--- src/acsb_pkg.sv ---
// package: opcodes, decode types and port groups of the accumulator/step/branch core
// ----------------------------------------------------------------------------
// ----------------------------------------------------------------------------
package acsb_pkg;

   localparam int PC_W = 12;
   localparam logic [PC_W-1:0] RESET_PC = 12'h000;

   // opcodes
   localparam logic [7:0] OP_INVERT      = 8'h2d;
   localparam logic [7:0] OP_CMP_DIR     = 8'h3f;
   localparam logic [7:0] OP_CMP_IX      = 8'h27;
   localparam logic [7:0] OP_CMP_IY      = 8'h2f;
   localparam logic [7:0] OP_CMP_IMM     = 8'h37;
   localparam logic [7:0] OP_DEC_DIR     = 8'hff;
   localparam logic [7:0] OP_DEC_IX      = 8'he7;
   localparam logic [7:0] OP_DEC_IY      = 8'hef;
   localparam logic [7:0] OP_INC_DIR     = 8'h7f;
   localparam logic [7:0] OP_INC_IX      = 8'h67;
   localparam logic [7:0] OP_INC_IY      = 8'h6f;
   localparam logic [5:0] OP_DEC_SHORT   = 6'h1d;  // low six bits, reg index in [7:6]
   localparam logic [5:0] OP_INC_SHORT   = 6'h15;
   localparam logic [3:0] OP_JP_LOW      = 4'h9;   // low nibble of abs_branch
   localparam logic [2:0] OP_JRC_LOW     = 3'h6;   // pattern 110 of rel_branch_on_flag

   // data space addresses that alias core registers
   localparam logic [7:0] DS_ACC_ADDR    = 8'hff;
   localparam logic [5:0] DS_WREG_BASE   = 6'h20;  // 80h..83h as [7:2]

   typedef enum logic [2:0] {
      K_NONE = 3'b000,
      K_COM  = 3'b001,
      K_CMP  = 3'b010,
      K_DEC  = 3'b011,
      K_INC  = 3'b100,
      K_JP   = 3'b101,
      K_JRC  = 3'b110
   } acsb_kind_t;

   typedef enum logic [3:0] {
      L_A   = 4'b0000,
      L_X   = 4'b0001,
      L_Y   = 4'b0010,
      L_V   = 4'b0011,
      L_W   = 4'b0100,
      L_MEM = 4'b0101,
      L_IMM = 4'b0110,
      L_IX  = 4'b0111,
      L_IY  = 4'b1000,
      L_DIR = 4'b1001
   } acsb_loc_t;

   typedef enum logic [1:0] {
      ST_FETCH = 2'b00,
      ST_ARG   = 2'b01,
      ST_EXEC  = 2'b10,
      ST_WB    = 2'b11
   } acsb_state_t;

   typedef struct packed {
      acsb_kind_t kind;
      logic       two_byte;
      acsb_loc_t  loc;
   } acsb_dec_t;

   typedef struct packed {
      logic [7:0] addr;
      logic [7:0] wdata;
      logic       we;
      logic       re;
   } acsb_ds_req_t;

   typedef struct packed {
      logic [7:0] acc;
      logic       null_result_bit;
      logic       arith_flag_bit;
      logic       fetch;
      logic       bad_opcode;
   } acsb_stat_t;

endpackage

--- src/acsb_core.sv ---
// module: 8-bit core executing complement, compare, step and branch instructions
`timescale 1ns/10ps
`default_nettype none

module acsb_core #(
   parameter logic [acsb_pkg::PC_W-1:0] RESET_PC = acsb_pkg::RESET_PC
) (
   // clock and reset
   input  wire logic                       ref_clk,
   input  wire logic                       rst_n,
   // program memory, combinational read
   output logic [acsb_pkg::PC_W-1:0]       pm_addr,
   input  wire logic [7:0]                 pm_rdata,
   // data space memory, combinational read, write on we
   output acsb_pkg::acsb_ds_req_t          ds_req,
   input  wire logic [7:0]                 ds_rdata,
   // visible core state
   output acsb_pkg::acsb_stat_t            status
);

   // ----------------------------------------------------------------------------
   // opcode decode
   // ----------------------------------------------------------------------------
   // one place for the opcode map; used at fetch and nowhere else on purpose
   function automatic acsb_pkg::acsb_dec_t decode(input logic [7:0] op);
      acsb_pkg::acsb_dec_t d;
      d = '{kind: acsb_pkg::K_NONE, two_byte: 1'b0, loc: acsb_pkg::L_A};
      if (op == acsb_pkg::OP_INVERT)
         d = '{acsb_pkg::K_COM, 1'b0, acsb_pkg::L_A};
      else if (op == acsb_pkg::OP_CMP_DIR)
         d = '{acsb_pkg::K_CMP, 1'b1, acsb_pkg::L_DIR};
      else if (op == acsb_pkg::OP_CMP_IX)
         d = '{acsb_pkg::K_CMP, 1'b0, acsb_pkg::L_IX};
      else if (op == acsb_pkg::OP_CMP_IY)
         d = '{acsb_pkg::K_CMP, 1'b0, acsb_pkg::L_IY};
      else if (op == acsb_pkg::OP_CMP_IMM)
         d = '{acsb_pkg::K_CMP, 1'b1, acsb_pkg::L_IMM};
      else if (op == acsb_pkg::OP_DEC_DIR)
         d = '{acsb_pkg::K_DEC, 1'b1, acsb_pkg::L_DIR};
      else if (op == acsb_pkg::OP_DEC_IX)
         d = '{acsb_pkg::K_DEC, 1'b0, acsb_pkg::L_IX};
      else if (op == acsb_pkg::OP_DEC_IY)
         d = '{acsb_pkg::K_DEC, 1'b0, acsb_pkg::L_IY};
      else if (op[5:0] == acsb_pkg::OP_DEC_SHORT)
         d = '{acsb_pkg::K_DEC, 1'b0, acsb_pkg::acsb_loc_t'({2'b00, op[7:6]} + 4'h1)};
      else if (op == acsb_pkg::OP_INC_DIR)
         d = '{acsb_pkg::K_INC, 1'b1, acsb_pkg::L_DIR};
      else if (op == acsb_pkg::OP_INC_IX)
         d = '{acsb_pkg::K_INC, 1'b0, acsb_pkg::L_IX};
      else if (op == acsb_pkg::OP_INC_IY)
         d = '{acsb_pkg::K_INC, 1'b0, acsb_pkg::L_IY};
      else if (op[5:0] == acsb_pkg::OP_INC_SHORT)
         d = '{acsb_pkg::K_INC, 1'b0, acsb_pkg::acsb_loc_t'({2'b00, op[7:6]} + 4'h1)};
      else if (op[3:0] == acsb_pkg::OP_JP_LOW)
         d = '{acsb_pkg::K_JP, 1'b1, acsb_pkg::L_A};
      else if (op[2:0] == acsb_pkg::OP_JRC_LOW)
         d = '{acsb_pkg::K_JRC, 1'b0, acsb_pkg::L_A};
      return d;
   endfunction

   // ----------------------------------------------------------------------------
   // state
   // ----------------------------------------------------------------------------
   acsb_pkg::acsb_state_t      state_ff;
   logic [acsb_pkg::PC_W-1:0]  pc_ff;
   logic [7:0]                 op_ff;
   logic [7:0]                 arg_ff;
   acsb_pkg::acsb_kind_t       kind_ff;
   logic                       two_ff;
   acsb_pkg::acsb_loc_t        loc_ff;
   logic [7:0]                 acc_ff;
   logic [7:0]                 wreg_ff [4];   // x, y, v, w by index
   logic                       z_ff;
   logic                       c_ff;
   logic [7:0]                 ds_addr_ff;
   logic [7:0]                 ds_wdata_ff;
   logic                       ds_we_ff;
   logic                       ds_re_ff;
   logic                       bad_ff;

   // ----------------------------------------------------------------------------
   // datapath
   // ----------------------------------------------------------------------------
   wire acsb_pkg::acsb_dec_t   dec_now   = decode(pm_rdata);
   wire logic [1:0]            widx      = 2'(loc_ff - acsb_pkg::L_X);
   wire logic                  loc_wreg  = (loc_ff >= acsb_pkg::L_X) && (loc_ff <= acsb_pkg::L_W);
   // operand select: core register, data space word or immediate byte
   wire logic [7:0]            opnd      = (loc_ff == acsb_pkg::L_A)   ? acc_ff   :
                                           (loc_ff == acsb_pkg::L_MEM) ? ds_rdata :
                                           (loc_ff == acsb_pkg::L_IMM) ? arg_ff   :
                                           wreg_ff[widx];
   wire logic [8:0]            cmp_diff  = {1'b0, acc_ff} - {1'b0, opnd};
   wire logic [7:0]            step_res  = (kind_ff == acsb_pkg::K_INC) ? 8'(opnd + 8'h01)
                                                                        : 8'(opnd - 8'h01);
   wire logic [7:0]            res       = (kind_ff == acsb_pkg::K_COM) ? ~acc_ff : step_res;
   // zero flag: difference for compares, written result otherwise
   wire logic                  nxt_z     = (kind_ff == acsb_pkg::K_CMP) ? (cmp_diff[7:0] == 8'h00)
                                                                        : (res == 8'h00);
   // carry: old msb on invert, borrow on compare, kept on steps
   wire logic                  nxt_c     = (kind_ff == acsb_pkg::K_COM) ? acc_ff[7] :
                                           (kind_ff == acsb_pkg::K_CMP) ? cmp_diff[8] :
                                           c_ff;
   wire logic                  writes    = (kind_ff == acsb_pkg::K_COM) || (kind_ff == acsb_pkg::K_DEC) ||
                                           (kind_ff == acsb_pkg::K_INC);
   wire logic                  sets_flag = writes || (kind_ff == acsb_pkg::K_CMP);
   // pc already points past the opcode, so sext(e)+1 spans -15..+16
   wire logic [acsb_pkg::PC_W-1:0] rel_tgt = pc_ff + {{(acsb_pkg::PC_W-5){op_ff[7]}}, op_ff[7:3]};
   // low address nibble rides in the opcode, upper byte in the second byte
   wire logic [acsb_pkg::PC_W-1:0] abs_tgt = {pm_rdata, op_ff[7:4]};
   // direct address resolution: ffh is the accumulator, 80h..83h the working regs
   wire acsb_pkg::acsb_loc_t   dir_loc   = (pm_rdata == acsb_pkg::DS_ACC_ADDR) ? acsb_pkg::L_A :
                                           (pm_rdata[7:2] == acsb_pkg::DS_WREG_BASE) ?
                                           acsb_pkg::acsb_loc_t'({2'b00, pm_rdata[1:0]} + 4'h1) :
                                           acsb_pkg::L_MEM;

   // ----------------------------------------------------------------------------
   // sequencer and program counter
   // ----------------------------------------------------------------------------
   // four states give the four-cycle instructions; rel_branch_on_flag leaves after two
   always_ff @(posedge ref_clk or negedge rst_n) begin
      if (!rst_n) begin
         state_ff <= acsb_pkg::ST_FETCH;
         pc_ff    <= RESET_PC;
      end else begin
         case (state_ff)
            acsb_pkg::ST_FETCH: begin
               pc_ff    <= pc_ff + 12'h001;
               state_ff <= acsb_pkg::ST_ARG;
            end
            acsb_pkg::ST_ARG: begin
               if (kind_ff == acsb_pkg::K_JRC) begin
                  if (c_ff) begin
                     pc_ff <= rel_tgt;
                  end
                  state_ff <= acsb_pkg::ST_FETCH;
               end else begin
                  if (kind_ff == acsb_pkg::K_JP) begin
                     pc_ff <= abs_tgt;
                  end else if (two_ff) begin
                     pc_ff <= pc_ff + 12'h001;
                  end
                  state_ff <= acsb_pkg::ST_EXEC;
               end
            end
            acsb_pkg::ST_EXEC: state_ff <= acsb_pkg::ST_WB;
            acsb_pkg::ST_WB:   state_ff <= acsb_pkg::ST_FETCH;
            default:           state_ff <= acsb_pkg::ST_FETCH;
         endcase
      end
   end

   // ----------------------------------------------------------------------------
   // instruction latch and operand location
   // ----------------------------------------------------------------------------
   always_ff @(posedge ref_clk or negedge rst_n) begin
      if (!rst_n) begin
         op_ff   <= 8'h00;
         arg_ff  <= 8'h00;
         kind_ff <= acsb_pkg::K_NONE;
         two_ff  <= 1'b0;
         loc_ff  <= acsb_pkg::L_A;
         bad_ff  <= 1'b0;
      end else if (state_ff == acsb_pkg::ST_FETCH) begin
         op_ff   <= pm_rdata;
         kind_ff <= dec_now.kind;
         two_ff  <= dec_now.two_byte;
         // indirect forms fetch through data space
         loc_ff  <= (dec_now.loc == acsb_pkg::L_IX || dec_now.loc == acsb_pkg::L_IY) ? acsb_pkg::L_MEM
                                                                                    : dec_now.loc;
         bad_ff  <= (dec_now.kind == acsb_pkg::K_NONE);
      end else begin
         bad_ff <= 1'b0;
         if (state_ff == acsb_pkg::ST_ARG && two_ff) begin
            arg_ff <= pm_rdata;
            if (loc_ff == acsb_pkg::L_DIR) begin
               loc_ff <= dir_loc;
            end
         end
      end
   end

   // ----------------------------------------------------------------------------
   // accumulator, working registers and flags
   // ----------------------------------------------------------------------------
   // results commit at the end of the execute cycle
   always_ff @(posedge ref_clk or negedge rst_n) begin
      if (!rst_n) begin
         acc_ff <= 8'h00;
         z_ff   <= 1'b0;
         c_ff   <= 1'b0;
         for (int i = 0; i < 4; i++) begin
            wreg_ff[i] <= 8'h00;
         end
      end else if (state_ff == acsb_pkg::ST_EXEC) begin
         if (sets_flag) begin
            z_ff <= nxt_z;
            c_ff <= nxt_c;
         end
         if (writes && loc_ff == acsb_pkg::L_A) begin
            acc_ff <= res;
         end
         if (writes && loc_wreg) begin
            wreg_ff[widx] <= res;
         end
      end
   end

   // ----------------------------------------------------------------------------
   // data space port
   // ----------------------------------------------------------------------------
   // address is set up a cycle early so the read data is settled in execute
   always_ff @(posedge ref_clk or negedge rst_n) begin
      if (!rst_n) begin
         ds_addr_ff  <= 8'h00;
         ds_wdata_ff <= 8'h00;
         ds_we_ff    <= 1'b0;
         ds_re_ff    <= 1'b0;
      end else begin
         ds_we_ff <= 1'b0;
         ds_re_ff <= 1'b0;
         if (state_ff == acsb_pkg::ST_FETCH && dec_now.loc == acsb_pkg::L_IX) begin
            ds_addr_ff <= wreg_ff[0];
         end else if (state_ff == acsb_pkg::ST_FETCH && dec_now.loc == acsb_pkg::L_IY) begin
            ds_addr_ff <= wreg_ff[1];
         end else if (state_ff == acsb_pkg::ST_ARG && loc_ff == acsb_pkg::L_DIR) begin
            ds_addr_ff <= pm_rdata;
         end
         if (state_ff == acsb_pkg::ST_ARG && kind_ff != acsb_pkg::K_JRC && kind_ff != acsb_pkg::K_JP) begin
            ds_re_ff <= (loc_ff == acsb_pkg::L_MEM) || (loc_ff == acsb_pkg::L_DIR && dir_loc == acsb_pkg::L_MEM);
         end
         // write strobe stands during the last cycle only
         if (state_ff == acsb_pkg::ST_EXEC && writes && loc_ff == acsb_pkg::L_MEM) begin
            ds_we_ff    <= 1'b1;
            ds_wdata_ff <= res;
         end
      end
   end

   // ----------------------------------------------------------------------------
   // outputs
   // ----------------------------------------------------------------------------
   assign pm_addr                = pc_ff;
   assign ds_req.addr            = ds_addr_ff;
   assign ds_req.wdata           = ds_wdata_ff;
   assign ds_req.we              = ds_we_ff;
   assign ds_req.re              = ds_re_ff;
   assign status.acc             = acc_ff;
   assign status.null_result_bit = z_ff;
   assign status.arith_flag_bit  = c_ff;
   assign status.fetch           = (state_ff == acsb_pkg::ST_FETCH);  // opcode sampled this cycle
   assign status.bad_opcode      = bad_ff;

endmodule

`default_nettype wire

--- config.mk ---
export PLATFORM = sky130hd
export DESIGN_NAME = acsb_core
export DESIGN_NICKNAME = d
export VERILOG_FILES = /design/src/acsb_pkg.sv /design/src/acsb_core.sv
export SDC_FILE = /design/constraint.sdc
export NUM_CORES = 1
export LEC_CHECK = 0
export BUFFER_PORTS_ARGS = -buffer_cell sky130_fd_sc_hd__buf_2
export CAP_MARGIN = 5
export CORE_MARGIN = 2
export CORE_UTILIZATION = 60
export DETAILED_ROUTE_END_ITERATION = 8
export PLACE_DENSITY_LB_ADDON = 0.12
export SLEW_MARGIN = 0
export SYNTH_ARGS = -nofsm -noshare
export SYNTH_HDL_FRONTEND = slang
export SYNTH_SLANG_ARGS = --single-unit
--- constraint.sdc ---
create_clock -name ref_clk -period 4.3 [get_ports ref_clk]
set_input_delay 0.215 -clock ref_clk [delete_from_list [all_inputs] [get_ports ref_clk]]
set_output_delay 0.215 -clock ref_clk [all_outputs]
set_load 0.02 [all_outputs]
Word-level counts from Yosys, hierarchy flattened

Index checks and enable logic that the tools add are counted.

Flip-flop bits (word level): 99
Latch bits: 0
Bits in writable memories: 0
Memory bits (read-only): 0
Input bits: 18
Output and inout bits: 42
Memories: 0

Add/sub/neg operators: 8
Multiply operators: 0
Divide/modulo/power cells: 0
$lt $le $gt $ge: 4
Equality and inequality tests: 35
Shifts and indexed selects: 0
Multiplexer cells: 48
Bitwise gates (word level): 3
Reduce and logical (&&, ||, !) cells: 35

Operators by type and width:

| cell                    | number |
|---|---|
| $mux W8                 | 26 |
| $mux W12                | 4 |
| $eq A8 B6 Y1 const B    | 5 |
| $bwmux W32              | 1 |
| $eq A8 B7 Y1 const B    | 3 |
| $eq A8 B8 Y1 const B    | 3 |
| $pmux W12 S2            | 1 |
| $bmux W8 S2             | 1 |
| $demux W8 S2            | 1 |
| $logic_not A8 Y1        | 2 |
| $mux W4                 | 4 |
| $eq A3 B3 Y1 const B    | 5 |
| $logic_and A1 B1 Y1     | 13 |
| $add A12 B1 Y12 const B | 1 |
| $add A12 B12 Y12        | 1 |
| $eq A4 B3 Y1 const B    | 3 |
| $eq A4 B4 Y1 const B    | 3 |
| $eq A6 B5 Y1 const B    | 2 |
| $reduce_and A2 Y1       | 5 |
| $ne A3 B3 Y1 const B    | 3 |
| $sub A8 B8 Y9           | 1 |
| $add A8 B1 Y8 const B   | 1 |
| $not A8 Y8              | 1 |
| $pmux W2 S4             | 1 |
| other kinds (25)        | 42 |

Longest topological paths before layout

Gate-level depths: netlist of run 1.

Depth in word-level cells: 20
Gate-level depth with buffers: 19
Gate-level depth less buffers: 17

Worst setup path before layout of run 1

No wires, ideal clock.

Path type: register to register
Start: reg loc_ff[0]
End: reg z_ff
Library setup time: 67 ps
Arrival time: 3592 ps
Data required time: 4233 ps
Path slack: 641 ps
Stages on the path, launching flop included: 16
Buffers on the path: 2
Path through: dfrtp_1 > buf_6 > inv_1 > ha_1 > nor3b_1 > clkbuf_1 > o21a_1 > inv_1 > fa_1 > a211oi_1 > nor2_1 > xor2_1 > o21ai_0 > o2111a_1 > and3_1 > a41o_1

Cells in the longest elaborated chain, start to end: 13
Elaborated cells on any way between the ends: 19
Classes of those cells: add/sub: 4; eq/ne: 2; mux: 9; bitwise: 1; reduce/logical: 3

RTL lines:

| what                                           | RTL line                         | source |
|---|---|---|
| start, declared                                | acsb_core.sv:70                  | `acsb_pkg::acsb_loc_t loc_ff;` |
| start signal, assigned                         | acsb_core.sv:161                 | `loc_ff <= acsb_pkg::L_A;` |
| start signal, assigned                         | acsb_core.sv:168                 | `loc_ff <= (dec_now.loc == acsb_pkg::L_IX \|\| dec_now.loc == acsb_pkg::L_IY) ? acsb_pkg::L_MEM` |
| start signal, assigned                         | acsb_core.sv:176                 | `loc_ff <= dir_loc;` |
| $sub A2 B1 Y2                                  | acsb_core.sv:85                  | `wire logic [1:0] widx = 2'(loc_ff - acsb_pkg::L_X);` |
| $not A2 Y3 (not written as such)               | acsb_core.sv:91                  | `wreg_ff[widx];` |
| $bmux W8 S2                                    | acsb_core.sv:91                  |  |
| $mux W8 (not written as such) (2 in a row)     | acsb_core.sv:91                  |  |
| $mux W8                                        | acsb_core.sv:90                  | `(loc_ff == acsb_pkg::L_IMM) ? arg_ff :` |
| $mux W8                                        | acsb_core.sv:89                  | `(loc_ff == acsb_pkg::L_MEM) ? ds_rdata :` |
| $mux W8 *                                      | acsb_core.sv:88                  | `wire logic [7:0] opnd = (loc_ff == acsb_pkg::L_A) ? acc_ff :` |
| $sub A8 B1 Y8 or $add A8 B1 Y8 (tied branches) | acsb_core.sv:94, acsb_core.sv:93 |  |
| $mux W8                                        | acsb_core.sv:93                  | `wire logic [7:0] step_res = (kind_ff == acsb_pkg::K_INC) ? 8'(opnd + 8'h01)` |
| $mux W8                                        | acsb_core.sv:95                  | `wire logic [7:0] res = (kind_ff == acsb_pkg::K_COM) ? ~acc_ff : step_res;` |
| $logic_not A8 Y1                               | acsb_core.sv:98                  | `: (res == 8'h00);` |
| $mux W1 *                                      | acsb_core.sv:97                  | `wire logic nxt_z = (kind_ff == acsb_pkg::K_CMP) ? (cmp_diff[7:0] == 8'h00)` |
| end signal, assigned                           | acsb_core.sv:196                 | `z_ff <= nxt_z;` |
| end, declared                                  | acsb_core.sv:73                  | `logic z_ff;` |

Every way passes the cells marked *; elsewhere a longest branch is shown, timed or not. The select of a mux whose other input is x is not followed.
A chain may end at the register's enable or synchronous reset.

Worst setup path after layout of run 1

Ends and elaborated chain as after synthesis.

==> impl_metrics.toml, run 1 <==
[outcome]
status = "completed"

[sta]
period_needed_ns = 4.03
tns_ns = 0
hold_viol = 0
rsz0062_at_grt = "no"
fin_worst_skew_ns = 0.00760
fmax_mhz = 248
drv_slew = 0
setup-violations-final = 0
finalCritPeriodShare_pct = 93.8
relSlewSlack_pct = 34.4
setup_slack_ns = 0.268
worst_pin_slew_ns = 0.985

[logic_synthesis]
synth_edf_count = 0
avgSynthCellArea_um2 = 8.51
synth_common_cells = "126 x nand2_1, 105 x o21ai_0, 96 x dfrtp_1"
netlist.area_leader.share_pct = 37.9
synth_compound_area_share_pct = 22.4
synth.area.top_cells = "dfrtp_1 38%, o21ai_0 8.3%, ha_1 7.7%, nand2_1 7.5%, a21oi_1 3.7%"
synth.largest_area_cell = "dfrtp_1"
muxShareOfSynthArea_pct = 5.27
yosys.area_share.adder_pct = 8.34
synth.net_count = 803
ys_seq_area_share_pct = 37.9
yosys.area_share.simple_pct = 18.5
synth_top_family_by_area = "compound AO/OA/AOI/OAI gates"
synthCells = 744
yosys_warnings = 0
yosysMostFrequentCell = "nand2_1"
yosysUniqueCellTypes = 64
synth-main-ff-cell = "dfrtp_1"
synthXorXnorAreaFrac_pct = 2.63
async_flop_share_pct = 100
synth-seq-cells = 96
netlist_area_mm2 = 0.00633

[placed_design]
dp_hpwl_um = 12800
globalplace.congestion = 0.920
io_buffer_count = 59
post-place-ws_ns = 0.375
dp_cells = 910

[power_and_ir_drop]
powerDensity_mw_per_mm2 = 928
peakVddDrop_uv = 900
total_power_mw = 6.43
total_leakage_power_nw = 3.23

[worst_setup_path]
reg2reg_depth = 16
crit_fanout = 8
path_cells = "inv_1 > ha_1 > mux4_1 > nand2_1 > nand3_1 > o21ai_0 > o21a_1 > ha_1 > nor2b_1 > o21ai_0 > a21boi_0 > o21a_1 > nor2_1 > mux2_2 > o41ai_1 > a41o_1"
reg2reg_from = "loc_ff[0]"
critPathRequiredTime_ns = 4.62
r2r_slack_ns = 0.27
r2r_end = "z_ff"
slowest_delay_ns = 0.55
worst_setup_path_end_kind = "register"
arrival_ns = 4.35
path_class = "reg2reg"
slowest_stage = "o41ai_1"
critPathLaunchType = "register"

[clocking]
htree_num_levels = 3
tritoncts = "built"
clock_latency_ns = 0.38
clk_pin_slew_worst_paths_ns = 0.10
root_buffer = "clkbuf_8"
cts_buffers = 9
clockBufferDepth = 2
cts.sinks = 96

[floorplan]
core_mm2 = 0.0103
start_util_pct = 61.6
fp.dieArea_mm2 = 0.0114
die_y_um = 107
fp.dieW_um = 107
row_count = 37
pin_count = 60

[finish]
fin_util_pct = 67.4
multi_input_comb_area_mm2 = 0.00362
seqCellArea_mm2 = 0.00240
instances_no_fill = 927
final_nets = 845
antenna_cells = 0
synthToLayoutAreaGrowth_pct = 9.34
fill_cells = 875
drive_gt1_share_pct = 13.0

[routing]
detail-route-antenna-nets = 0
finalWirelength_um = 17300
vias = 5713
first_iter_violations = 522
drc_errors = 0
routed_via_density = 6.16
drtPass1Iterations = 5
routedWlPerCell_um = 18.6

[run]
max_cap_violations = 0

[global_routing]
grt_first_pass_wirelength_um = 28300
grt.total_usage_pct = 31.9
grt_pass1_vias = 5517
overflow = 0
grt_max_degree = 63
antenna_found_initial = 0

[min_path]
whs_path_depth = 3
worstHoldPathType = "in2reg"
holdPathEnd = "op_ff[5]"
holdCritStartpoint = "pm_rdata[5]"
==> power breakdown <==
part	internal, mW	total [mW]	switching [mW]
sequential	1.24	1.62	0.377
combinational	1.64	4.15	2.51
clock	0.289	0.661	0.372
==> layout make-up <==
type | instances | area share, %
inverter | 33 | 1.79
tap | 136 | 2.46
clock inverter | 7 | 1.48
timing repair buffer | 70 | 5.53
clock buffer | 9 | 1.79
sequential | 96 | 34.7
multi-input combinational | 576 | 52.3
==> worst max-delay path, delay by kind of cell (launching register included) <==
kind,cells,cell delay (ns)
AOI/OAI and AO/OA,7,1.51
muxes,2,0.71
adders and majority gates,2,0.70
DFF,1,0.49
and+or+nand+nor,4,0.43
buffers and inverters,1,0.14
==> how the worst max path moves through the flow <==
stage	slack [ns]	startpoint	to	depth (start not counted)
after floorplan	0.64	loc_ff[0]	z_ff	15
after global placement	0.47	loc_ff[0]	z_ff	16
after detailed placement	0.38	loc_ff[0]	z_ff	16
after CTS	0.34	loc_ff[0]	z_ff	16
after global routing	0.01	loc_ff[0]	z_ff	17
final	0.27	loc_ff[0]	z_ff	16
==> sequential cells by signal, summed over array words and instances, names as in the netlist, 3 cells and up, named ones only <==
register	count
op_ff	5
wreg_ff	32
ds_wdata_ff	8
acc_ff	8
arg_ff	8
kind_ff	3
pm_addr	12
ds_addr_ff	8
loc_ff	4
==> cell usage in the layout, fill, tap and decap left out, types with 4 or more instances in the layout <==
cell	instances
a211oi_1	4
a21o_1	9
a21oi_1	47
a22oi_1	6
a31oi_1	12
and3_1	9
buf_2	58
buf_4	11
clkbuf_8	9
dfrtp_1	96
ha_1	39
inv_1	33
mux2_2	6
mux2i_1	6
mux4_1	7
nand2_1	126
nand2b_1	9
nand3_1	19
nor2_1	56
nor2b_1	6
nor3_1	7
nor3b_1	4
o21a_1	12
o21ai_0	105
o221ai_1	4
o22ai_1	8
xnor2_1	14
xor2_1	5
==> metal layers <==
layer | routed length, um | global-route usage [%] | vias up | part of all wire (%)
met2 | 8110 | 50.3 | 222 | 47
li1 | - | - | 2728 | -
met4 | 310 | 10.2 | 0 | 1.8
met5 | 0 | 0 | - | 0
met3 | 1150 | 5.11 | 31 | 6.7
met1 | 7680 | 45.4 | 2732 | 45
==> stage by stage <==
| stage | hold slack [ns] | area (um^2) |
|---|---|---|
| floorplan | -0.0806 | 6330 |
| global placement | 0.348 | 6690 |
| detailed placement | 0.361 | 6690 |
| CTS | 0.183 | 6930 |
| global route | 0.184 | 6930 |
| finish | 0.199 | 6930 |
==> kinds of logic (layout without fill, tap and decap cells) <==
kind of cell	Yosys count	in the layout
compound gates	235	235
fa+ha+maj	41	41
mux	20	20
simple gates	261	261
xor+xnor	19	19
buf+inv	72	119
flops	96	96
==> timing repair <==
| action | 4_1_cts | 5_1_grt |
|---|---|---|
| endpoints found under the setup margin | 0 | 0 |
| gates resized for setup | 0 | 0 |
| endpoints found under the hold margin | 61 | 0 |
| hold buffers | 1 | 0 |
| buffers inserted | 0 | 0 |
Note: power is estimated with default switching activity, not from simulation.
==> run 2: changes to the inputs <==
==> constraint.sdc (replaced) <==
create_clock -name ref_clk -period 4.42 [get_ports ref_clk]
set_input_delay 0.221 -clock ref_clk [delete_from_list [all_inputs] [get_ports ref_clk]]
set_output_delay 0.221 -clock ref_clk [all_outputs]
set_load 0.02 [all_outputs]
==> impl_metrics.toml, run 2 (synthesis gave the netlist of run 1 again) <==
[clocking]
htree_num_levels = 3
clk_pin_slew_worst_paths_ns = 0.11
post-cts-setup-buffers = 0
root_buffer = "clkbuf_8"
clockBufferDepth = 2
cts_buffers = 9
tritoncts = "built"
clock_latency_ns = 0.39
cts.sinks = 96

[finish]
fill_cells = 891
largest_reg_flops = 32
fin_area_mm2 = 0.00688
synthToLayoutAreaGrowth_pct = 8.65
mostFrequentLayoutCell = "nand2_1"
multi_input_comb_area_mm2 = 0.00362
final_nets = 843
max_flop_register = "wreg_ff"
most-common-layout-cells = "126 x nand2_1, 105 x o21ai_0, 96 x dfrtp_1, 58 x buf_2, 56 x nor2_1"
seqCellArea_mm2 = 0.00240
drive_gt1_share_pct = 12.8
antenna_cells = 0

[sta]
drv_slew = 0
finalCritPeriodShare_pct = 90.5
worst_pin_slew_ns = 1.03
relSlewSlack_pct = 30.4
rsz0062_at_grt = "no"
setup-violations-final = 0
period_needed_ns = 4.00
hold_viol = 0
fin_worst_skew_ns = 0.0123
tns_ns = 0
fmax_mhz = 250

[routing]
finalWirelength_um = 17000
detail-route-antenna-nets = 0
routed_via_density = 6.07
vias = 5614
first_iter_violations = 428
drc_errors = 0
routedWlPerCell_um = 18.3
drtPass1Iterations = 5

[worst_setup_path]
critPathRequiredTime_ns = 4.74
slowest_stage = "o41ai_1"
crit_fanout = 8
crit_family = "compound AO/OA/AOI/OAI gates"
arrival_ns = 4.32
critPathLaunchType = "register"
path_class = "reg2reg"
path_buf_inv = 1
worst_setup_path_end_kind = "register"
slowest_delay_ns = 0.50
path_cells = "inv_1 > ha_1 > mux4_1 > nand2_1 > nand3_1 > o21ai_0 > o21a_1 > ha_1 > nor2b_1 > o21ai_0 > a21boi_0 > o21a_1 > nor2_1 > mux2_2 > o41ai_1 > a41o_1"

[floorplan]
row_count = 37
fp.dieW_um = 107
start_util_pct = 61.6
core_mm2 = 0.0103
fp.dieArea_mm2 = 0.0114
pin_count = 60
die_y_um = 107

[power_and_ir_drop]
total_power_mw = 6.17
powerDensity_mw_per_mm2 = 896
total_leakage_power_nw = 3.20
peakVddDrop_uv = 828

[global_routing]
grt_first_pass_wirelength_um = 27600
overflow = 0
grt_max_degree = 57
grt_pass1_vias = 5344
antenna_found_initial = 0
grt.total_usage_pct = 31.3

[run]
max_cap_violations = 0

[placed_design]
globalplace.congestion = 0.935
dp_hpwl_um = 12600
io_buffer_count = 59
placed_area_mm2 = 0.00667

[min_path]
worstHoldPathType = "in2reg"

[outcome]
status = "completed"
==> run 2: changes by cell type in the layout (fill, tap and decap cells not counted), sizes merged <==
cell      previous run  this run
buf                 69        67
clkinvlp             0         2
clkinv               4         2
inv                 35        36
bufinv               1         0
==> run 2: power breakdown <==
part           leakage [nW]  internal (mW)  switching (mW)
clock network        0.0942          0.222           0.370
logic                  2.03           1.57            2.41
registers              1.08           1.21           0.380
total                  3.20           3.00            3.16
==> run 2: worst reg2reg max path, cell delays in order (launching register included) <==
cell and delay (ns):
dfrtp_1 0.49, inv_1 0.14, ha_1 0.46, mux4_1 0.34, nand2_1 0.09, nand3_1 0.08, o21ai_0 0.09, o21a_1 0.15
ha_1 0.24, nor2b_1 0.15, o21ai_0 0.21, a21boi_0 0.16, o21a_1 0.20, nor2_1 0.12, mux2_2 0.36, o41ai_1 0.51
a41o_1 0.16
==> run 2: final timing paths <==
kind,cells after the start,to,slack [ns],start
hold reg to reg,2,ds_addr_ff[6],0.48,ds_addr_ff[6]
setup / recovery,16,z_ff,0.42,loc_ff[0]
min in group asynchronous,2,pm_addr[5],0.42,rst_n
max in group asynchronous,3,wreg_ff[0],3.00,rst_n
hold / removal,3,op_ff[5],0.20,pm_rdata[5]
setup reg to reg,16,z_ff,0.42,loc_ff[0]
==> run 2: per-stage QoR <==
step                      worst slack, ns  util, %  hold WS (ns)  instances
after floorplan                     0.761        -       -0.0746        744
after global placement              0.595     64.9         0.322        908
after detailed placement            0.488     64.9         0.334        908
after CTS                           0.451     67.0         0.174        925
after global routing                0.152     67.0         0.196        925
final                               0.420     67.0         0.200        925
==> run 2: routing by layer <==
metal	global-route usage, %	up-vias	wire length [um]
li1	-	2729	-
met1	44.0	2633	7710
met2	48.7	216	7690
met3	5.29	36	1150
met4	12.2	0	413
met5	0	-	0
==> run 2: area by class of cell <==
cell class	count	area share, %
Multi-Input combinational cell	576	52.6
Sequential cell	96	34.9
Timing Repair Buffer	68	5.35
Tap cell	136	2.47
Clock buffer	9	1.80
Inverter	33	1.80
Clock inverter	7	1.07
==> run 2: timing repair <==
| action | in CTS | in global routing |
|---|---|---|
| hold buffers | 1 | 0 |
| gates resized for setup | 0 | 0 |
| endpoints found under the hold margin | 55 | 0 |
==> run 3: changes to the inputs <==
--- a/config.mk
+++ b/config.mk
@@ -10,7 +10,7 @@
 export CORE_MARGIN = 2
 export CORE_UTILIZATION = 60
 export DETAILED_ROUTE_END_ITERATION = 8
-export PLACE_DENSITY_LB_ADDON = 0.12
+export PLACE_DENSITY = 0.79
 export SLEW_MARGIN = 0
 export SYNTH_ARGS = -nofsm -noshare
 export SYNTH_HDL_FRONTEND = slang
==> constraint.sdc (replaced) <==
create_clock -name ref_clk -period 4.42 [get_ports ref_clk]
set_input_delay 0.884 -clock ref_clk [delete_from_list [all_inputs] [get_ports ref_clk]]
set_output_delay 0.884 -clock ref_clk [all_outputs]
set_load 0.02 [all_outputs]
==> impl_metrics.toml, run 3 (synthesis gave the netlist of run 1 again) <==
[outcome]
status = "completed"

[sta]
hold_viol = 0
period_needed_ns = 3.98
tns_ns = 0
setup-violations-final = 0
relSlewSlack_pct = 27.9
fin_worst_skew_ns = 0.00698
rsz0062_at_grt = "no"
drv_slew = 0
worst_pin_slew_ns = 1.07
finalCritPeriodShare_pct = 90.1
setup_slack_ns = 0.440
fmax_mhz = 251

[worst_setup_path]
arrival_ns = 4.29
crit_family = "compound AO/OA/AOI/OAI gates"
critPathRequiredTime_ns = 4.72
path_buf_inv = 0
path_class = "reg2reg"
slowest_stage = "nor2b_1"
worst_setup_path_end_kind = "register"
r2r_end = "z_ff"
slowest_delay_ns = 0.52
path_cells = "nor2b_1 > nand2_1 > nand3_1 > o21ai_0 > o21a_1 > ha_1 > nor2b_1 > o21ai_0 > a21boi_0 > o21a_1 > nor2_1 > mux2_2 > o41ai_1 > a41o_1"
r2r_slack_ns = 0.44
reg2reg_from = "loc_ff[2]"
crit_fanout = 12
critPathLaunchType = "register"
reg2reg_depth = 14

[placed_design]
dp_hpwl_um = 12400
post-place-ws_ns = 0.544
globalplace.congestion = 0.963
io_buffer_count = 59
placed_area_mm2 = 0.00667

[finish]
drive_gt1_share_pct = 12.8
mostFrequentLayoutCell = "nand2_1"
fill_cells = 867
largest_reg_flops = 32
final_nets = 842
fin_area_mm2 = 0.00688
seqCellArea_mm2 = 0.00240
synthToLayoutAreaGrowth_pct = 8.69
max_flop_register = "wreg_ff"
fin_util_pct = 67.0
most-common-layout-cells = "126 x nand2_1, 105 x o21ai_0, 96 x dfrtp_1, 58 x buf_2, 56 x nor2_1"
antenna_cells = 0
multi_input_comb_area_mm2 = 0.00362

[run]
max_cap_violations = 0

[routing]
detail-route-antenna-nets = 0
routed_via_density = 6.23
first_iter_violations = 534
drtPass1Iterations = 6
vias = 5755
routedWlPerCell_um = 18.1
finalWirelength_um = 16700
drc_errors = 0

[floorplan]
row_count = 37
start_util_pct = 61.6
die_y_um = 107
fp.dieW_um = 107
fp.dieArea_mm2 = 0.0114
core_mm2 = 0.0103
pin_count = 60

[clocking]
post-cts-setup-buffers = 0
cts.sinks = 96
cts_resized = 0
tritoncts = "built"
htree_num_levels = 3
ctsHoldBuffers = 0
root_buffer = "clkbuf_8"
clockBufferDepth = 2
clock_latency_ns = 0.37
cts_buffers = 9
clk_pin_slew_worst_paths_ns = 0.10

[min_path]
whs_path_depth = 2
holdPathEnd = "ds_addr_ff[4]"
holdCritStartpoint = "ds_addr_ff[4]"
worstHoldPathType = "reg2reg"

[power_and_ir_drop]
p_int_mw = 3.09
total_leakage_power_nw = 3.21
power_switching_mw = 3.14
combPwrFrac_pct = 64.6
swShare_pct = 50.4
peakVddDrop_uv = 871
clock_power_share_pct = 9.9
seq_power_share_pct = 25.5
powerDensity_mw_per_mm2 = 904

[global_routing]
grt_max_degree = 80
grt_pass1_vias = 5327
grt_first_pass_wirelength_um = 27300
grt.total_usage_pct = 30.6
overflow = 0
antenna_found_initial = 0
==> run 3: through the flow <==
stage	hold WS (ns)	cells	power [mW]
after floorplan	0.442	744	4.32
after global placement	0.461	908	5.44
after detailed placement	0.468	908	5.57
after CTS	0.490	924	6.21
after global routing	0.520	924	6.76
final	0.486	924	6.22
==> run 3: area by class of cell <==
class / count / area share, %
clock buffer: 10 / 2.00
clock inverter: 6 / 1.05
tap: 136 / 2.47
sequential: 96 / 34.9
timing repair buffer: 67 / 5.20
inverter: 33 / 1.80
multi-input combinational: 576 / 52.6
==> run 3: power groups by stage <==
stage	registers, mW	clock network, mW	logic (mW)
CTS	1.57	0.622	4.01
global route	1.63	0.663	4.47
global placement	1.57	0	3.87
detailed placement	1.59	0	3.98
finish	1.59	0.615	4.02
floorplan	1.61	0	2.72
==> run 3: how the worst max path moves through the flow <==
stage	cells after the start	endpoint	slack, ns	from
floorplan	15	z_ff	0.76	loc_ff[0]
global placement	14	z_ff	0.71	loc_ff[2]
global route	14	z_ff	0.12	loc_ff[2]
detailed placement	14	z_ff	0.54	loc_ff[2]
finish	14	z_ff	0.44	loc_ff[2]
CTS	14	z_ff	0.51	loc_ff[2]
==> run 3: per-layer routing <==
metal / part of all wire, % / routed length [um] / track usage [%] / vias to the layer above
li1: - / - / - / 2717
met4: 2.0 / 339 / 9.55 / 0
met1: 46 / 7620 / 44.4 / 2731
met5: 0 / 0 / 0 / -
met3: 7.7 / 1290 / 5.11 / 29
met2: 45 / 7460 / 47.4 / 278
==> run 3: tightest hold or removal path: cells and delay by family, from the launching register on <==
family,cells,cell delay [ns]
flops,1,0.35
compound gates,1,0.06
simple gates,1,0.05
